<file path="src/include/lbe_consts.vh">
// Purpose: constants for the latched byte eeprom host controller
// Assumes: 100 MHz CLK_I, 10 ns period
// Notes:   times in their own unit, cycle counts derived from them
// Behaviour
// memory is 2048 bytes, 11-bit address, bidirectional 8-bit data lines
// device latches address, data, chip and output enables at write enable fall
// six modes chosen by chip, output and write enable levels
// host erases a byte before writing new data into it
// byte erase: chip enable low, output enable high, all ones on data
// write enable falling in erase/write setup latches and starts the operation
// byte erase or write completes under 10 ms on standard part
// byte write is erase sequence with real data instead of all ones
// fast variant shortens byte erase and write to 1 ms
// device accepts logic low or high voltage write enable
// no timing restriction on write enable rising edge
// chip erase: erase sequence with high-voltage output enable, whole array
// erase or write of one byte leaves all other bytes unchanged
// read: write enable high, chip and output enable low, device drives data
// chip enable high gives standby, data lines floating, write ignored
// device refuses write unless chip and output enables match byte write
// latches reopen only after write recovery; host waits before next cycle
// host waits at least 2 us after write enable rises before a read
// host holds write enable low for full pulse sized to variant
`ifndef LBE_CONSTS_VH
`define LBE_CONSTS_VH
`define LBE_ADDR_W        11
`define LBE_DATA_W        8
`define LBE_CLK_NS        10
`define LBE_WP_STD_MS     10
`define LBE_WP_FAST_MS    1
`define LBE_WP_CHIP_MS    10
`define LBE_WP_STD_CYC    (`LBE_WP_STD_MS * 1000000 / `LBE_CLK_NS)
`define LBE_WP_FAST_CYC   (`LBE_WP_FAST_MS * 1000000 / `LBE_CLK_NS)
`define LBE_WP_CHIP_CYC   (`LBE_WP_CHIP_MS * 1000000 / `LBE_CLK_NS)
`define LBE_SETUP_NS      1000
`define LBE_SETUP_CYC     ((`LBE_SETUP_NS + `LBE_CLK_NS - 1) / `LBE_CLK_NS)
`define LBE_REC_US        2
`define LBE_REC_CYC       ((`LBE_REC_US * 1000 + `LBE_CLK_NS - 1) / `LBE_CLK_NS)
`define LBE_ACC_NS        350
`define LBE_ACC_CYC       ((`LBE_ACC_NS + `LBE_CLK_NS - 1) / `LBE_CLK_NS)
`define LBE_PIN_CYC       4
`define LBE_RD_DONE_CYC   (`LBE_ACC_CYC + `LBE_PIN_CYC - 1)
`define LBE_CMD_READ      2'h0
`define LBE_CMD_ERASE     2'h1
`define LBE_CMD_WRITE     2'h2
`define LBE_CMD_CHIP      2'h3
`define LBE_ONES          8'hFF
`endif

</file>
<file path="src/hw/lbe_host.v">
// Purpose: host controller driving the latched byte eeprom pins
// Assumes: one clock, commands held until accepted by REQ_I/BUSY_O
// Notes:   high-voltage output enable for chip erase is a separate pin strobe;
//          a byte write runs an erase pass then a write pass, about twice as long;
//          fast variant shortens byte passes only, chip erase keeps the long pulse
`timescale 1ns/1ps
`include "lbe_consts.vh"
module lbe_host #(
   parameter WP_STD_CYC  = `LBE_WP_STD_CYC,
   parameter WP_FAST_CYC = `LBE_WP_FAST_CYC,
   parameter WP_CHIP_CYC = `LBE_WP_CHIP_CYC
)(
   input  wire        CLK_I,
   input  wire        NRST_I,
   input  wire        REQ_I,
   input  wire [1:0]  CMD_I,
   input  wire [10:0] ADDR_I,
   input  wire [7:0]  WDATA_I,
   input  wire        FAST_I,
   output reg         BUSY_O,
   output reg         DONE_O,
   output reg  [7:0]  RDATA_O,
   output reg         CE_N_O,
   output reg         OE_N_O,
   output reg         OE_HV_O,
   output reg         WE_N_O,
   output reg  [10:0] BYTE_ADDRESS_O,
   output reg  [7:0]  DATA_LINES_O,
   output reg         DATA_LINES_OE_O,
   input  wire [7:0]  DATA_LINES_I
);
   localparam S_IDLE  = 5'b00001;
   localparam S_SETUP = 5'b00010;
   localparam S_PULSE = 5'b00100;
   localparam S_REC   = 5'b01000;
   localparam S_READ  = 5'b10000;

   reg [4:0]  state_q;
   reg [20:0] cnt_q;
   reg [1:0]  cmd_q;
   reg        fast_q;
   reg        erase_first_q;
   reg [7:0]  wdata_q;
   wire [7:0] pin_data;
   // counter widened so compares meet the 32-bit constants
   wire [31:0] cnt_w = {11'h000, cnt_q};
   // pulse end per variant; chip erase ignores the fast pin
   wire       pulse_last = (cmd_q == `LBE_CMD_CHIP) ? (cnt_w == WP_CHIP_CYC - 1) :
                           fast_q                   ? (cnt_w == WP_FAST_CYC - 1) :
                                                      (cnt_w == WP_STD_CYC - 1);

   ////////////////////////////////////////////////////////////////////////////
   // pin input sampling: a bit counts once stages two and three agree,
   // so a line still settling after turnaround never reaches the read data
   genvar     gi;
   generate
      for (gi = 0; gi < `LBE_DATA_W; gi = gi + 1)
      begin : g_pin
         reg s1_q;
         reg s2_q;
         reg s3_q;
         reg val_q;
         always @(posedge CLK_I or negedge NRST_I)
         begin
            if (!NRST_I)
            begin
               s1_q  <= 1'b0;
               s2_q  <= 1'b0;
               s3_q  <= 1'b0;
               val_q <= 1'b0;
            end
            else
            begin
               s1_q <= DATA_LINES_I[gi];
               s2_q <= s1_q;
               s3_q <= s2_q;
               if (s2_q == s3_q)
               begin
                  val_q <= s3_q;
               end
            end
         end
         assign pin_data[gi] = val_q;
      end
   endgenerate

   ////////////////////////////////////////////////////////////////////////////
   always @(posedge CLK_I or negedge NRST_I)
   begin
      if (!NRST_I)
      begin
         state_q         <= S_IDLE;
         cnt_q           <= 21'h000000;
         cmd_q           <= 2'h0;
         fast_q          <= 1'b0;
         erase_first_q   <= 1'b0;
         wdata_q         <= 8'h00;
         BUSY_O          <= 1'b0;
         DONE_O          <= 1'b0;
         RDATA_O         <= 8'h00;
         // standby while idle
         CE_N_O          <= 1'b1;
         OE_N_O          <= 1'b1;
         OE_HV_O         <= 1'b0;
         WE_N_O          <= 1'b1;
         BYTE_ADDRESS_O  <= 11'h000;
         DATA_LINES_O    <= 8'h00;
         DATA_LINES_OE_O <= 1'b0;
      end
      else
      begin
         DONE_O <= 1'b0;
         case (state_q)
            S_IDLE:
            begin
               if (REQ_I)
               begin
                  BUSY_O         <= 1'b1;
                  cmd_q          <= CMD_I;
                  fast_q         <= FAST_I;
                  // 11-bit address
                  BYTE_ADDRESS_O <= ADDR_I;
                  CE_N_O         <= 1'b0;
                  cnt_q          <= 21'h000000;
                  if (CMD_I == `LBE_CMD_READ)
                  begin
                     // read levels
                     OE_N_O  <= 1'b0;
                     state_q <= S_READ;
                  end
                  else
                  begin
                     // erase setup: output enable high, all ones
                     OE_N_O          <= 1'b1;
                     // chip erase raises output enable to high voltage
                     OE_HV_O         <= (CMD_I == `LBE_CMD_CHIP);
                     DATA_LINES_OE_O <= 1'b1;
                     DATA_LINES_O    <= `LBE_ONES;
                     wdata_q         <= WDATA_I;
                     // write always erases its byte first
                     // costs a second pulse, but no caller can skip it
                     erase_first_q   <= (CMD_I == `LBE_CMD_WRITE);
                     state_q         <= S_SETUP;
                  end
               end
            end
            S_SETUP:
            begin
               cnt_q <= cnt_q + 21'h000001;
               // one setup length for all: the chip erase minimum
               if (cnt_w == (`LBE_SETUP_CYC - 1))
               begin
                  // falling write enable starts operation
                  WE_N_O  <= 1'b0;
                  cnt_q   <= 21'h000000;
                  state_q <= S_PULSE;
               end
            end
            S_PULSE:
            begin
               cnt_q <= cnt_q + 21'h000001;
               // full pulse per variant, fast, chip erase
               if (pulse_last)
               begin
                  WE_N_O  <= 1'b1;
                  cnt_q   <= 21'h000000;
                  state_q <= S_REC;
               end
            end
            S_REC:
            begin
               // latched inputs are don't care now; release the bus early
               CE_N_O          <= 1'b1;
               OE_HV_O         <= 1'b0;
               DATA_LINES_OE_O <= 1'b0;
               cnt_q           <= cnt_q + 21'h000001;
               // recovery before next cycle
               if (cnt_w == (`LBE_REC_CYC - 1))
               begin
                  // recovery over: latches open again
                  cnt_q <= 21'h000000;
                  if (erase_first_q)
                  begin
                     // second pass: same setup, real data this time
                     erase_first_q   <= 1'b0;
                     CE_N_O          <= 1'b0;
                     DATA_LINES_OE_O <= 1'b1;
                     DATA_LINES_O    <= wdata_q;
                     state_q         <= S_SETUP;
                  end
                  else
                  begin
                     // next command only after full recovery
                     BUSY_O  <= 1'b0;
                     DONE_O  <= 1'b1;
                     state_q <= S_IDLE;
                  end
               end
            end
            S_READ:
            begin
               cnt_q <= cnt_q + 21'h000001;
               // access time plus the pin sampling stages
               if (cnt_w == `LBE_RD_DONE_CYC)
               begin
                  RDATA_O <= pin_data;
                  CE_N_O  <= 1'b1;
                  OE_N_O  <= 1'b1;
                  BUSY_O  <= 1'b0;
                  DONE_O  <= 1'b1;
                  state_q <= S_IDLE;
               end
            end
            default:
            begin
               state_q <= S_IDLE;
            end
         endcase
      end
   end
endmodule

</file>
<file path="config.mk">
export PLATFORM = sky130hd
export DESIGN_NAME = lbe_host
export DESIGN_NICKNAME = d
export VERILOG_FILES = /design/src/hw/lbe_host.v
export VERILOG_INCLUDE_DIRS = /design/src /design/src/include
export SDC_FILE = /design/constraint.sdc
export NUM_CORES = 1
export LEC_CHECK = 0
export ABC_AREA = 1
export BUFFER_PORTS_ARGS = -buffer_cell sky130_fd_sc_hd__buf_4
export CAP_MARGIN = 20
export CORE_MARGIN = 10
export CORE_UTILIZATION = 40
export CTS_BUF_LIST = sky130_fd_sc_hd__clkbuf_2
export DETAILED_ROUTE_END_ITERATION = 10
export MAX_ROUTING_LAYER = met4
export SLEW_MARGIN = 40
export SYNTH_ARGS = -nofsm -noshare
export SYNTH_HDL_FRONTEND = slang
export SYNTH_SLANG_ARGS = --single-unit
</file>
<file path="constraint.sdc">
create_clock -name CLK_I -period 3.3 [get_ports CLK_I]
set_input_delay 0.66 -clock CLK_I [delete_from_list [all_inputs] [get_ports CLK_I]]
set_output_delay 0.66 -clock CLK_I [all_outputs]
set_load 0.005 [all_outputs]
</file>
==> Yosys cells after proc, flatten, opt, wreduce, memory -nomap -nowiden <==
Cells that the tools add are included.
{ "word_totals": {"reg_bits": 104, "inputBits": 33, "output_inout_bits": 34} }
{ "classes": {"add_sub_neg": 1, "eq_ne": 29, "mux": 51, "reduce_logical": 18, "n_bitwise": 1} }
{ "op_table": {"columns": ["cell", "n"], "rows": [
  ["$pmux W21 S5", 1],
  ["$mux W21", 4],
  ["$mux W8", 4],
  ["$mux W5", 6],
  ["$mux W1", 25],
  ["$pmux W5 S5", 1],
  ["$add A21 B1 Y21 const B", 1],
  ["$eq A21 B17 Y1 const B", 1],
  ["$eq A21 B20 Y1 const B", 1],
  ["$eq A21 B6 Y1 const B", 1],
  ["$eq A21 B7 Y1 const B", 1],
  ["$eq A21 B8 Y1 const B", 1],
  ["$ne A2 B2 Y1 const B", 8],
  ["$pmux W8 S2", 1],
  ["$reduce_and A3 Y1", 5],
  ["$reduce_and A5 Y1", 3],
  ["$pmux W1 S2", 6],
  ["$eq A1 B1 Y1", 8],
  ["$eq A2 B2 Y1 const B", 3],
  ["$pmux W1 S3", 2],
  ["$reduce_and A2 Y1", 3],
  ["$reduce_bool A2 Y1", 3],
  ["$eq A5 B1 Y1 const B", 1],
  ["$eq A5 B2 Y1 const B", 1],
  ["other kinds (9)", 9]
]} }

==> Logic depth before layout (Yosys ltp) <==
Gate-level depths: netlist (run 1).
{ "logic_depth": {"ltp_word": 5, "mapped_depth": 11, "mapped_depth_nobuf": 11} }

==> Worst setup path after synthesis (run 1) <==
OpenSTA, ideal clock, no wires.
{ "synth_timing": {"kind": "reg-to-reg", "from": "register cnt_q[1]", "to": "register cnt_q[10]", "t_required_ps": 3180, "period_less_slack_ps": 1671, "setup_time_ps": 120, "arrival_time_ps": 1552, "path_slack_ps": 1629, "stages_incl_launch_ff": 11, "cell_sequence": "dfrtp_1 ha_1 inv_1 nor2_2 nand2_1 nor2_1 nand3_1 nand3_1 nand3_4 nor2_8 nor2_1"} }
{ "synth_via": {"elab_chain_len": 5, "elab_cells_between_ends": 11} }
{ "synth_lines": {"columns": ["element", "line", "text"], "rows": [
  ["start, declared", "lbe_host.v:39", "reg [20:0] cnt_q;"],
  ["start signal, assigned", "lbe_host.v:149", "cnt_q <= cnt_q + 21'h000001;"],
  ["start signal, assigned", "lbe_host.v:161", "cnt_q <= cnt_q + 21'h000001;"],
  ["start signal, assigned", "lbe_host.v:176", "cnt_q <= cnt_q + 21'h000001;"],
  ["branches (longest 4 deep; another with $add A21 B1 Y21)", null, null],
  ["$pmux W21 S5 *", "lbe_host.v:113", "case (state_q)"]
]} }
Mark *: on every way between the ends.
A chain may end at the register's enable or synchronous reset.

==> Final worst setup path (run 1) <==
{ "layout_timing": {"from": "register state_q[0]", "to": "register DATA_LINES_O[4]"} }
{ "layout_via": {"elab_chain_len": 3, "elab_cells_between_ends": 9} }
{ "layout_lines": {"columns": ["element", "line", "text"], "rows": [
  ["start, declared", "lbe_host.v:38", "reg [4:0] state_q;"],
  ["start signal, assigned", "lbe_host.v:92", "state_q <= S_IDLE;"],
  ["start signal, assigned", "lbe_host.v:129", "state_q <= S_READ;"],
  ["start signal, assigned", "lbe_host.v:143", "state_q <= S_SETUP;"],
  ["$eq A5 B4 Y1 / $eq A5 B1 Y1 (equally long branches)", "lbe_host.v:113", null],
  ["$ne A2 B2 Y1 (no line) / $reduce_bool A2 Y1 (equally long branches)", null, null],
  ["$reduce_and A5 Y1 (no line)", null, null],
  ["end signal, assigned", "lbe_host.v:138", "DATA_LINES_O <= `LBE_ONES;"],
  ["end signal, assigned", "lbe_host.v:188", "DATA_LINES_O <= wdata_q;"],
  ["end, declared", "lbe_host.v:28", "output reg [7:0] DATA_LINES_O,"]
]} }
Several ways; a longest one is shown, not always the timed one.

==> results of run 1 <==
-- state kept, by name, indices dropped and copies added (netlist names) --
signal           count
g_pin.s2_q           8
g_pin.s3_q           8
wdata_q              8
CE_N_O               1
RDATA_O              8
cnt_q               21
BUSY_O               1
g_pin.s1_q           8
state_q              5
DATA_LINES_OE_O      1
g_pin.val_q          8
OE_N_O               1
DATA_LINES_O         8
cmd_q                2
OE_HV_O              1
WE_N_O               1
BYTE_ADDRESS_O      11
erase_first_q        1
fast_q               1
DONE_O               1
-- cell type report --
type | instances | area, µm² | share of cell area, %
Inverter | 41 | 159 | 2.82
Clock buffer | 9 | 45.0 | 0.800
Timing Repair Buffer | 69 | 546 | 9.68
Sequential cell | 104 | 2610 | 46.3
Tap cell | 147 | 184 | 3.27
Multi-Input combinational cell | 366 | 2010 | 35.6
Clock inverter | 7 | 86.3 | 1.53
-- cells by family (layout without fill, tap and decap cells) --
family | Yosys count | in the layout | share of synthesized area (%)
AND/OR/NAND/NOR | 294 | 294 | 29.5
flip-flops | 104 | 104 | 54.1
buffers and inverters | 49 | 126 | 4.28
AO/OA/AOI/OAI | 42 | 42 | 5.50
multiplexers | 16 | 16 | 3.74
adder cells (fa/ha/maj) | 10 | 10 | 2.18
XOR/XNOR | 4 | 4 | 0.727
-- final timing paths --
check                                                   end  depth (start not counted)
worst max-delay path            DATA_LINES_O[4]$_DFFE_PN0P_                         11
worst min-delay path                g_pin[7].s1_q$_DFF_PN0_                          1
worst max register to register  DATA_LINES_O[4]$_DFFE_PN0P_                         11
worst min register to register      g_pin[0].s2_q$_DFF_PN0_                          0
max in group asynchronous            RDATA_O[3]$_DFFE_PN0N_                          4
min in group asynchronous              cnt_q[8]$_DFFE_PN0P_                          2
-- cells in the final DEF (no fill, tap or decap), types with 3 or more instances in the layout --
master,instances
nand4_1,8
o211ai_1,9
nor2_1,51
nor3_1,9
a21oi_1,3
dfrtp_1,100
maj3_1,8
nand2_4,3
mux2_2,16
xor2_1,4
nor2_2,6
nor2_4,8
o21ai_0,21
clkbuf_2,9
buf_4,66
dfstp_2,4
nand2_1,153
inv_2,8
nand3_1,40
inv_1,32
-- critical path, stage by stage (launching register included) --
cell     delay [ps]
dfstp_2         620
inv_2            40
nor2_2           80
nand3_2         150
nor2_4          350
nand2_4         200
nand2_4         130
nand2_4          80
nor2_8          150
inv_2           120
nand2_1          70
nand2_1          50
-- where the power goes --
| group | switching [mW] | internal, mW | leakage (nW) |
|---|---|---|---|
| clock network | 0.460 | 0.192 | 0.0765 |
| logic | 0.845 | 0.533 | 1.31 |
| registers | 0.173 | 1.57 | 1.30 |
| total | 1.48 | 2.29 | 2.68 |
-- through the flow --
stage | setup WS (ps) | util (%) | instance area (µm²)
2_1_floorplan | 1630 | - | 4820
3_3_place_gp | 1210 | 45.9 | 5470
3_5_place_dp | 1190 | 45.9 | 5470
4_1_cts | 1160 | 47.0 | 5600
5_1_grt | 987 | 47.3 | 5630
6_report | 1180 | 47.3 | 5630
-- layer usage --
| layer | wire, µm | up-vias | part of all wire (%) | track usage (%) |
|---|---|---|---|---|
| met1 | 5230 | 1776 | 46 | 18.4 |
| li1 | - | 1847 | - | - |
| met5 | 0 | - | 0 | - |
| met4 | 280 | 0 | 2.5 | 7.41 |
| met2 | 5190 | 120 | 46 | 21.5 |
| met3 | 634 | 26 | 5.6 | 3.89 |
==> reports/metrics.yaml, run 1 <==
outcome: "completed"
wirelength_mm: 11.3
cp.required_ps: 3820
r2r_start: "state_q[0]$_DFFE_PN1P_"
yosysTopAreaCell: "dfrtp_1"
hp-start: "DATA_LINES_I[7]"
timing.hold.ws_ps: 128
ant_nets: 0
clockRootBuffer: "clkbuf_2"
placedCellCount: 725
io_buffers: 66
design.core.area_um2: 11900
rsz0062_at_grt: "false"
fp.dieW_um: 130
ctsHoldBuffers: 0
p_per_area_nw_per_um2: 669
htreeDepth: 3
n_antenna_cell: 0
hpwl_mm: 8.31
initialDrtViolationCount: 258
arrival_ps: 2640
grt_max_degree: 56
wl_per_cell_um: 15.3
antenna_found_initial: 0
end_kind: "register"
syn-cell-area_um2: 4820
route.detailed.drc: 0
gr-total-overflow: 0
finalMaxSlewViolations: 0
finalHoldViolCount: 0
grt_pass1_wl_mm: 18.9
clk_latency_ps: 610
p_leak_nw: 2.68
die-area_um2: 16800
grt.total_usage_pct: 14.7
fillers: 1159
cp-start-kind: "register"
die_height_um: 130
ys_types: 41
initial_core_util_pct: 40.5
clock.fmax_mhz: 471
cts.path.max_buffers: 2
async_flop_share_pct: 100
critPathLaunch: "state_q[0]$_DFFE_PN1P_"
finClkSkew_ps: 20.6
route.vias.total: 3769
vdd_drop_max_mv: 0.328
synth_common_cells: "153 x nand2_1, 100 x dfrtp_1, 51 x nor2_1"
final_cells: 743
nets: 626
area_delta_synth_final_pct: 16.9
clkTransAtPathRegs_ps: 280
seq_area_frac_synth_pct: 54.1
dr.pass1.iters: 5
relSlewSlack_pct: 54.9
cap_violations: 0
finalSetupViolations: 0
cts.sinks: 104
syn_nets: 554
yosysMostFrequentCell: "nand2_1"
std_cell_rows: 40
synth_edf_count: 0
rrSetupSlack_ps: 1180
grt_pass1_vias: 3841
total_power_mw: 3.77
cts-buffers-inserted: 9
synthCells: 519
synth_warnings: 0
viasPerCell: 5.07
synth.avg_cell_area_um2: 9.29
final.setup.tns_ps: 0
synth.top_cell.area_share_pct: 51.9
synth_area_leaders: "dfrtp_1 52%, nand2_1 12%, nand3_1 4.2%, nor2_1 4.0%, mux2_2 3.7%"
path_max_fanout: 15
ys_seq_elements: 104
worst_slew_pin_slew_ps: 676
path_class: "register to register"
cts_tree: "done"
finalCriticalPeriod_ps: 2120
layout-drive-gt1-share_pct: 24.7
hp-class: "primary input to register"
cts_setup_buffers: 0
gp_congestion: 0.931
finalCritPeriodShare_pct: 64.3
io_pins: 67
synth_ff_type: "dfrtp_1"
cts_resized: 0
Power figures use the tool's default switching activity.
==> run 2: changes to the inputs <==
- clock period: 3.3 -> 2 ns (I/O delays scaled with it)
==> reports/metrics.yaml, run 2 (synthesized netlist as in run 1, its figures left out) <==
critPathCapture: "RDATA_O[7]$_DFFE_PN0N_"
htreeDepth: 3
route.vias.total: 3842
use_met2_pct: 23.9
finalCritPeriodShare_pct: 93.6
io_buffers: 66
setup_slack_ps: 128
p_per_area_nw_per_um2: 1040
finalCriticalPeriod_ps: 1870
p_leak_nw: 2.88
ant_nets: 0
critPathLaunch: "cnt_q[0]$_DFFE_PN0P_"
clkTransAtPathRegs_ps: 310
dr.pass1.iters: 4
gp_congestion: 0.956
grt_pass1_wl_mm: 20.0
use_met3_pct: 3.77
path_max_fanout: 9
grt_max_degree: 44
gr-total-overflow: 0
outcome: "completed"
finalHoldViolCount: 0
std_cell_rows: 40
met1_usage_pct: 19.4
top_regs: "cnt_q: 21 flops, BYTE_ADDRESS_O: 11 flops"
io_pins: 67
regMostFlops: "cnt_q"
final_common_cell: "nand2_1"
nets: 671
route.detailed.drc: 0
reg2reg_to: "RDATA_O[7]$_DFFE_PN0N_"
arrival_ps: 2370
crit_slowest_cell: "dfrtp_1"
cts.sinks: 104
cts.path.max_buffers: 2
initial_core_util_pct: 40.5
hold-path-cell-count: 3
finalMaxSlewViolations: 0
layout-drive-gt1-share_pct: 26.5
finalSetupViolations: 0
wl_per_cell_um: 14.9
cp_cell_sequence: "inv_1 -> ha_1 -> nand3_1 -> nor2_1 -> nand4_2 -> mux2_2"
finClkSkew_ps: 40.9
die-area_um2: 16800
hp-class: "primary input to register"
relSlewSlack_pct: 70.5
cts-buffers-inserted: 9
initialDrtViolationCount: 302
fp.dieW_um: 130
rr_worst_depth: 6
crit_family: "simple AND/OR/NAND/NOR gates"
slowest_delay_ps: 490
antenna_found_initial: 0
crit_cells: 6
path_class: "register to register"
final_cells: 788
grt_most_used_layer: "met2"
wirelength_mm: 11.7
design.core.area_um2: 11900
rrSetupSlack_ps: 130
clockRootBuffer: "clkbuf_2"
cts_tree: "done"
viasPerCell: 4.88
clock.fmax_mhz: 534
hpwl_mm: 8.73
final_cell_mix: "152 x nand2_1, 100 x dfrtp_1, 82 x buf_4"
cp.required_ps: 2500
end_kind: "register"
worst_slew_pin_slew_ps: 443
cp-start-kind: "register"
rsz0062_at_grt: "true"
vdd_drop_max_mv: 0.810
grt.total_usage_pct: 15.3
grt_pass1_vias: 4001
clk_latency_ps: 610
n_antenna_cell: 0
placedCellCount: 739
die_height_um: 130
area_delta_synth_final_pct: 25.6
dp_slack_ps: 152
path_buf_inv: 1
cap_violations: 0
largest_register_ffs: 21
r2r_start: "cnt_q[0]$_DFFE_PN0P_"
## run 2: cell types whose count changed in the layout (fill, tap and decap cells not counted), moves of 2 or more
cell,previous run,this run
nand3_1,40,38
nand3_2,2,4
buf_4,66,82
dlygate4sd3_1,1,30
## run 2: worst min-delay path by stage
stage                     slack [ps]                      end                     from
final                             60      OE_HV_O$_DFFE_PN0P_                 CMD_I[0]
after global routing              20      OE_HV_O$_DFFE_PN0P_                 CMD_I[0]
after CTS                          4      OE_HV_O$_DFFE_PN0P_                 CMD_I[0]
after detailed placement         340  g_pin[7].s2_q$_DFF_PN0_  g_pin[7].s1_q$_DFF_PN0_
after global placement           330  g_pin[3].s2_q$_DFF_PN0_  g_pin[3].s1_q$_DFF_PN0_
after floorplan                  100       BUSY_O$_DFFE_PN0P_                   NRST_I
## run 2: routing by layer
| layer | part of all wire [%] | routed length [µm] |
|---|---|---|
| met4 | 1.2 | 142 |
| met1 | 46 | 5420 |
| met5 | 0 | 0 |
| met3 | 5.6 | 653 |
| met2 | 47 | 5530 |
## run 2: timing repair
item,in CTS,in global routing
setup endpoints to repair,0,28
buffers inserted,0,3
hold endpoints to repair,56,0
gates resized for setup,0,7
hold buffers,30,0
## run 2: cell type report
| type | count | area [µm²] |
|---|---|---|
| clock buffers | 9 | 45.0 |
| clock inverters | 7 | 70.1 |
| fillers | 1090 | 5860 |
| inverters | 41 | 163 |
| multi-input cells | 366 | 2030 |
| flip-flops and latches | 104 | 2610 |
| well taps | 147 | 184 |
| repair buffers | 114 | 956 |
## run 2: metrics by stage
step | area (µm²) | utilization (%) | TNS, ps | power (mW) | hold slack [ps]
6_report | 6050 | 50.8 | 0 | 6.28 | 56.8
5_1_grt | 6050 | 50.8 | -35.0 | 6.75 | 15.1
4_1_cts | 5990 | 50.3 | 0 | 6.29 | 3.56
3_5_place_dp | 5580 | 46.8 | 0 | 5.24 | 337
3_3_place_gp | 5580 | 46.8 | 0 | 5.21 | 331
2_1_floorplan | 4820 | - | 0 | 4.34 | 104
## run 2: tightest hold or removal path: cells and delay by family
kind,cells,cell delay (ps)
buf+inv,1,120
compound gates,1,60
simple gates,1,70
## run 2: power by group
group | internal (mW) | leakage (nW) | switching (mW)
sequential | 2.58 | 1.30 | 0.288
combinational | 1.01 | 1.51 | 1.41
clock | 0.206 | 0.0735 | 0.785
total | 3.80 | 2.88 | 2.48
==> run 3: changes to the inputs <==
- REMOVE_ABC_BUFFERS: unset -> 1
==> reports/metrics.yaml, run 3 (synthesized netlist as in run 1, its figures left out) <==
setup_slack_ps: 132
viasPerCell: 4.95
largest_register_ffs: 21
route.vias.total: 3915
initial_core_util_pct: 40.5
worst_slew_pin_slew_ps: 402
cts.path.max_buffers: 2
cts-buffers-inserted: 9
vdd_drop_max_mv: 0.692
cts.sinks: 104
cap_violations: 0
outcome: "completed"
n_antenna_cell: 0
ant_nets: 0
regMostFlops: "cnt_q"
finalCritPeriodShare_pct: 93.4
clock.fmax_mhz: 535
clk_latency_ps: 600
end_kind: "register"
grt.total_usage_pct: 15.9
total_power_mw: 6.49
wirelength_mm: 12.2
layout-drive-gt1-share_pct: 26.7
grt_pass1_wl_mm: 20.3
final_common_cell: "nand2_1"
io_buffers: 66
nets: 674
path_max_fanout: 14
gr-total-overflow: 0
finalHoldViolCount: 0
cts_tree: "done"
grt_pass1_vias: 4034
p_leak_nw: 2.90
htreeDepth: 3
antenna_found_initial: 0
cp-start-kind: "register"
cp.required_ps: 2500
gp_congestion: 0.928
dr.pass1.iters: 4
area_delta_synth_final_pct: 26.6
route.detailed.drc: 0
r2r_start: "state_q[0]$_DFFE_PN1P_"
finClkSkew_ps: 38.2
clockRootBuffer: "clkbuf_2"
design.core.area_um2: 11900
dp_slack_ps: 133
hpwl_mm: 8.90
std_cell_rows: 40
final_area_um2: 6100
fp.dieW_um: 130
placedCellCount: 738
relSlewSlack_pct: 73.1
dpl_cell_area_um2: 5570
final_cell_mix: "153 x nand2_1, 99 x dfrtp_1, 85 x buf_4"
final_cells: 791
clkTransAtPathRegs_ps: 270
finalCriticalPeriod_ps: 1870
arrival_ps: 2370
grt_max_degree: 68
utilization_pct: 51.2
p_per_area_nw_per_um2: 1060
finalSetupViolations: 0
io_pins: 67
wl_per_cell_um: 15.4
hp-start: "CMD_I[0]"
top_regs: "cnt_q: 21 flops, BYTE_ADDRESS_O: 11 flops"
hp-class: "primary input to register"
initialDrtViolationCount: 277
die-area_um2: 16800
die_height_um: 130
path_class: "register to register"
critPathLaunch: "state_q[0]$_DFFE_PN1P_"
finalMaxSlewViolations: 0
run 3: cell types whose count changed in the layout (fill, tap and decap cells not counted), moves of 2 or more:
cell	before	now
inv_8	2	0
bufinv_16	0	2
buf_4	82	85
clkinvlp_4	1	3
run 3: final timing paths:
kind | to | slack [ps] | cells after the start
min | OE_HV_O$_DFFE_PN0P_ | 90 | 3
min reg2reg | g_pin[2].s2_q$_DFF_PN0_ | 390 | 0
max in group asynchronous | CE_N_O$_DFFE_PN1P_ | 1190 | 3
max | BYTE_ADDRESS_O[2]$_DFFE_PN0P_ | 130 | 9
min in group asynchronous | DATA_LINES_O[6]$_DFFE_PN0P_ | 150 | 2
max reg2reg | BYTE_ADDRESS_O[2]$_DFFE_PN0P_ | 130 | 9
run 3: worst max-delay path, stage by stage (launching register included):
cell and delay [ps]:
dfstp_2 620, inv_2 50, nor2_2 130, nand3_4 130, nor2_4 140, buf_4 230
clkinvlp_4 170, buf_4 180, nand2_1 60, nand2_1 60
run 3: per-layer routing:
layer	routed length, µm	share of wire, %	GRT usage, %
met5	0	0	-
met4	212	1.7	6.02
met3	534	4.4	2.96
met2	6110	50	25.6
met1	5310	44	19.5
run 3: what timing repair did:
action	4_1_cts	5_1_grt
resized for setup	0	9
endpoints found under the setup margin	0	27
hold endpoints to repair	131	0
buffers inserted	0	6
hold buffers	30	0
run 3: per-stage QoR:
| step | TNS, ps | hold WS, ps |
|---|---|---|
| after floorplan | 0 | 104 |
| after global placement | 0 | 281 |
| after detailed placement | 0 | 279 |
| after CTS | 0 | 21.1 |
| after global routing | -7.28 | 15.1 |
| final | 0 | 88.6 |
run 3: layout make-up:
type | count | area [µm²]
well taps | 147 | 184
clock buffers | 9 | 45.0
repair buffers | 116 | 958
flip-flops and latches | 104 | 2610
multi-input cells | 367 | 2050
fillers | 1091 | 5810
inverters | 41 | 163
clock inverters | 7 | 93.8
run 3: power breakdown:
group / internal, mW / total [mW] / switching, mW
clock: 0.412 / 1.11 / 0.698
sequential: 2.58 / 2.87 / 0.283
combinational: 1.02 / 2.52 / 1.50
total: 4.02 / 6.49 / 2.48
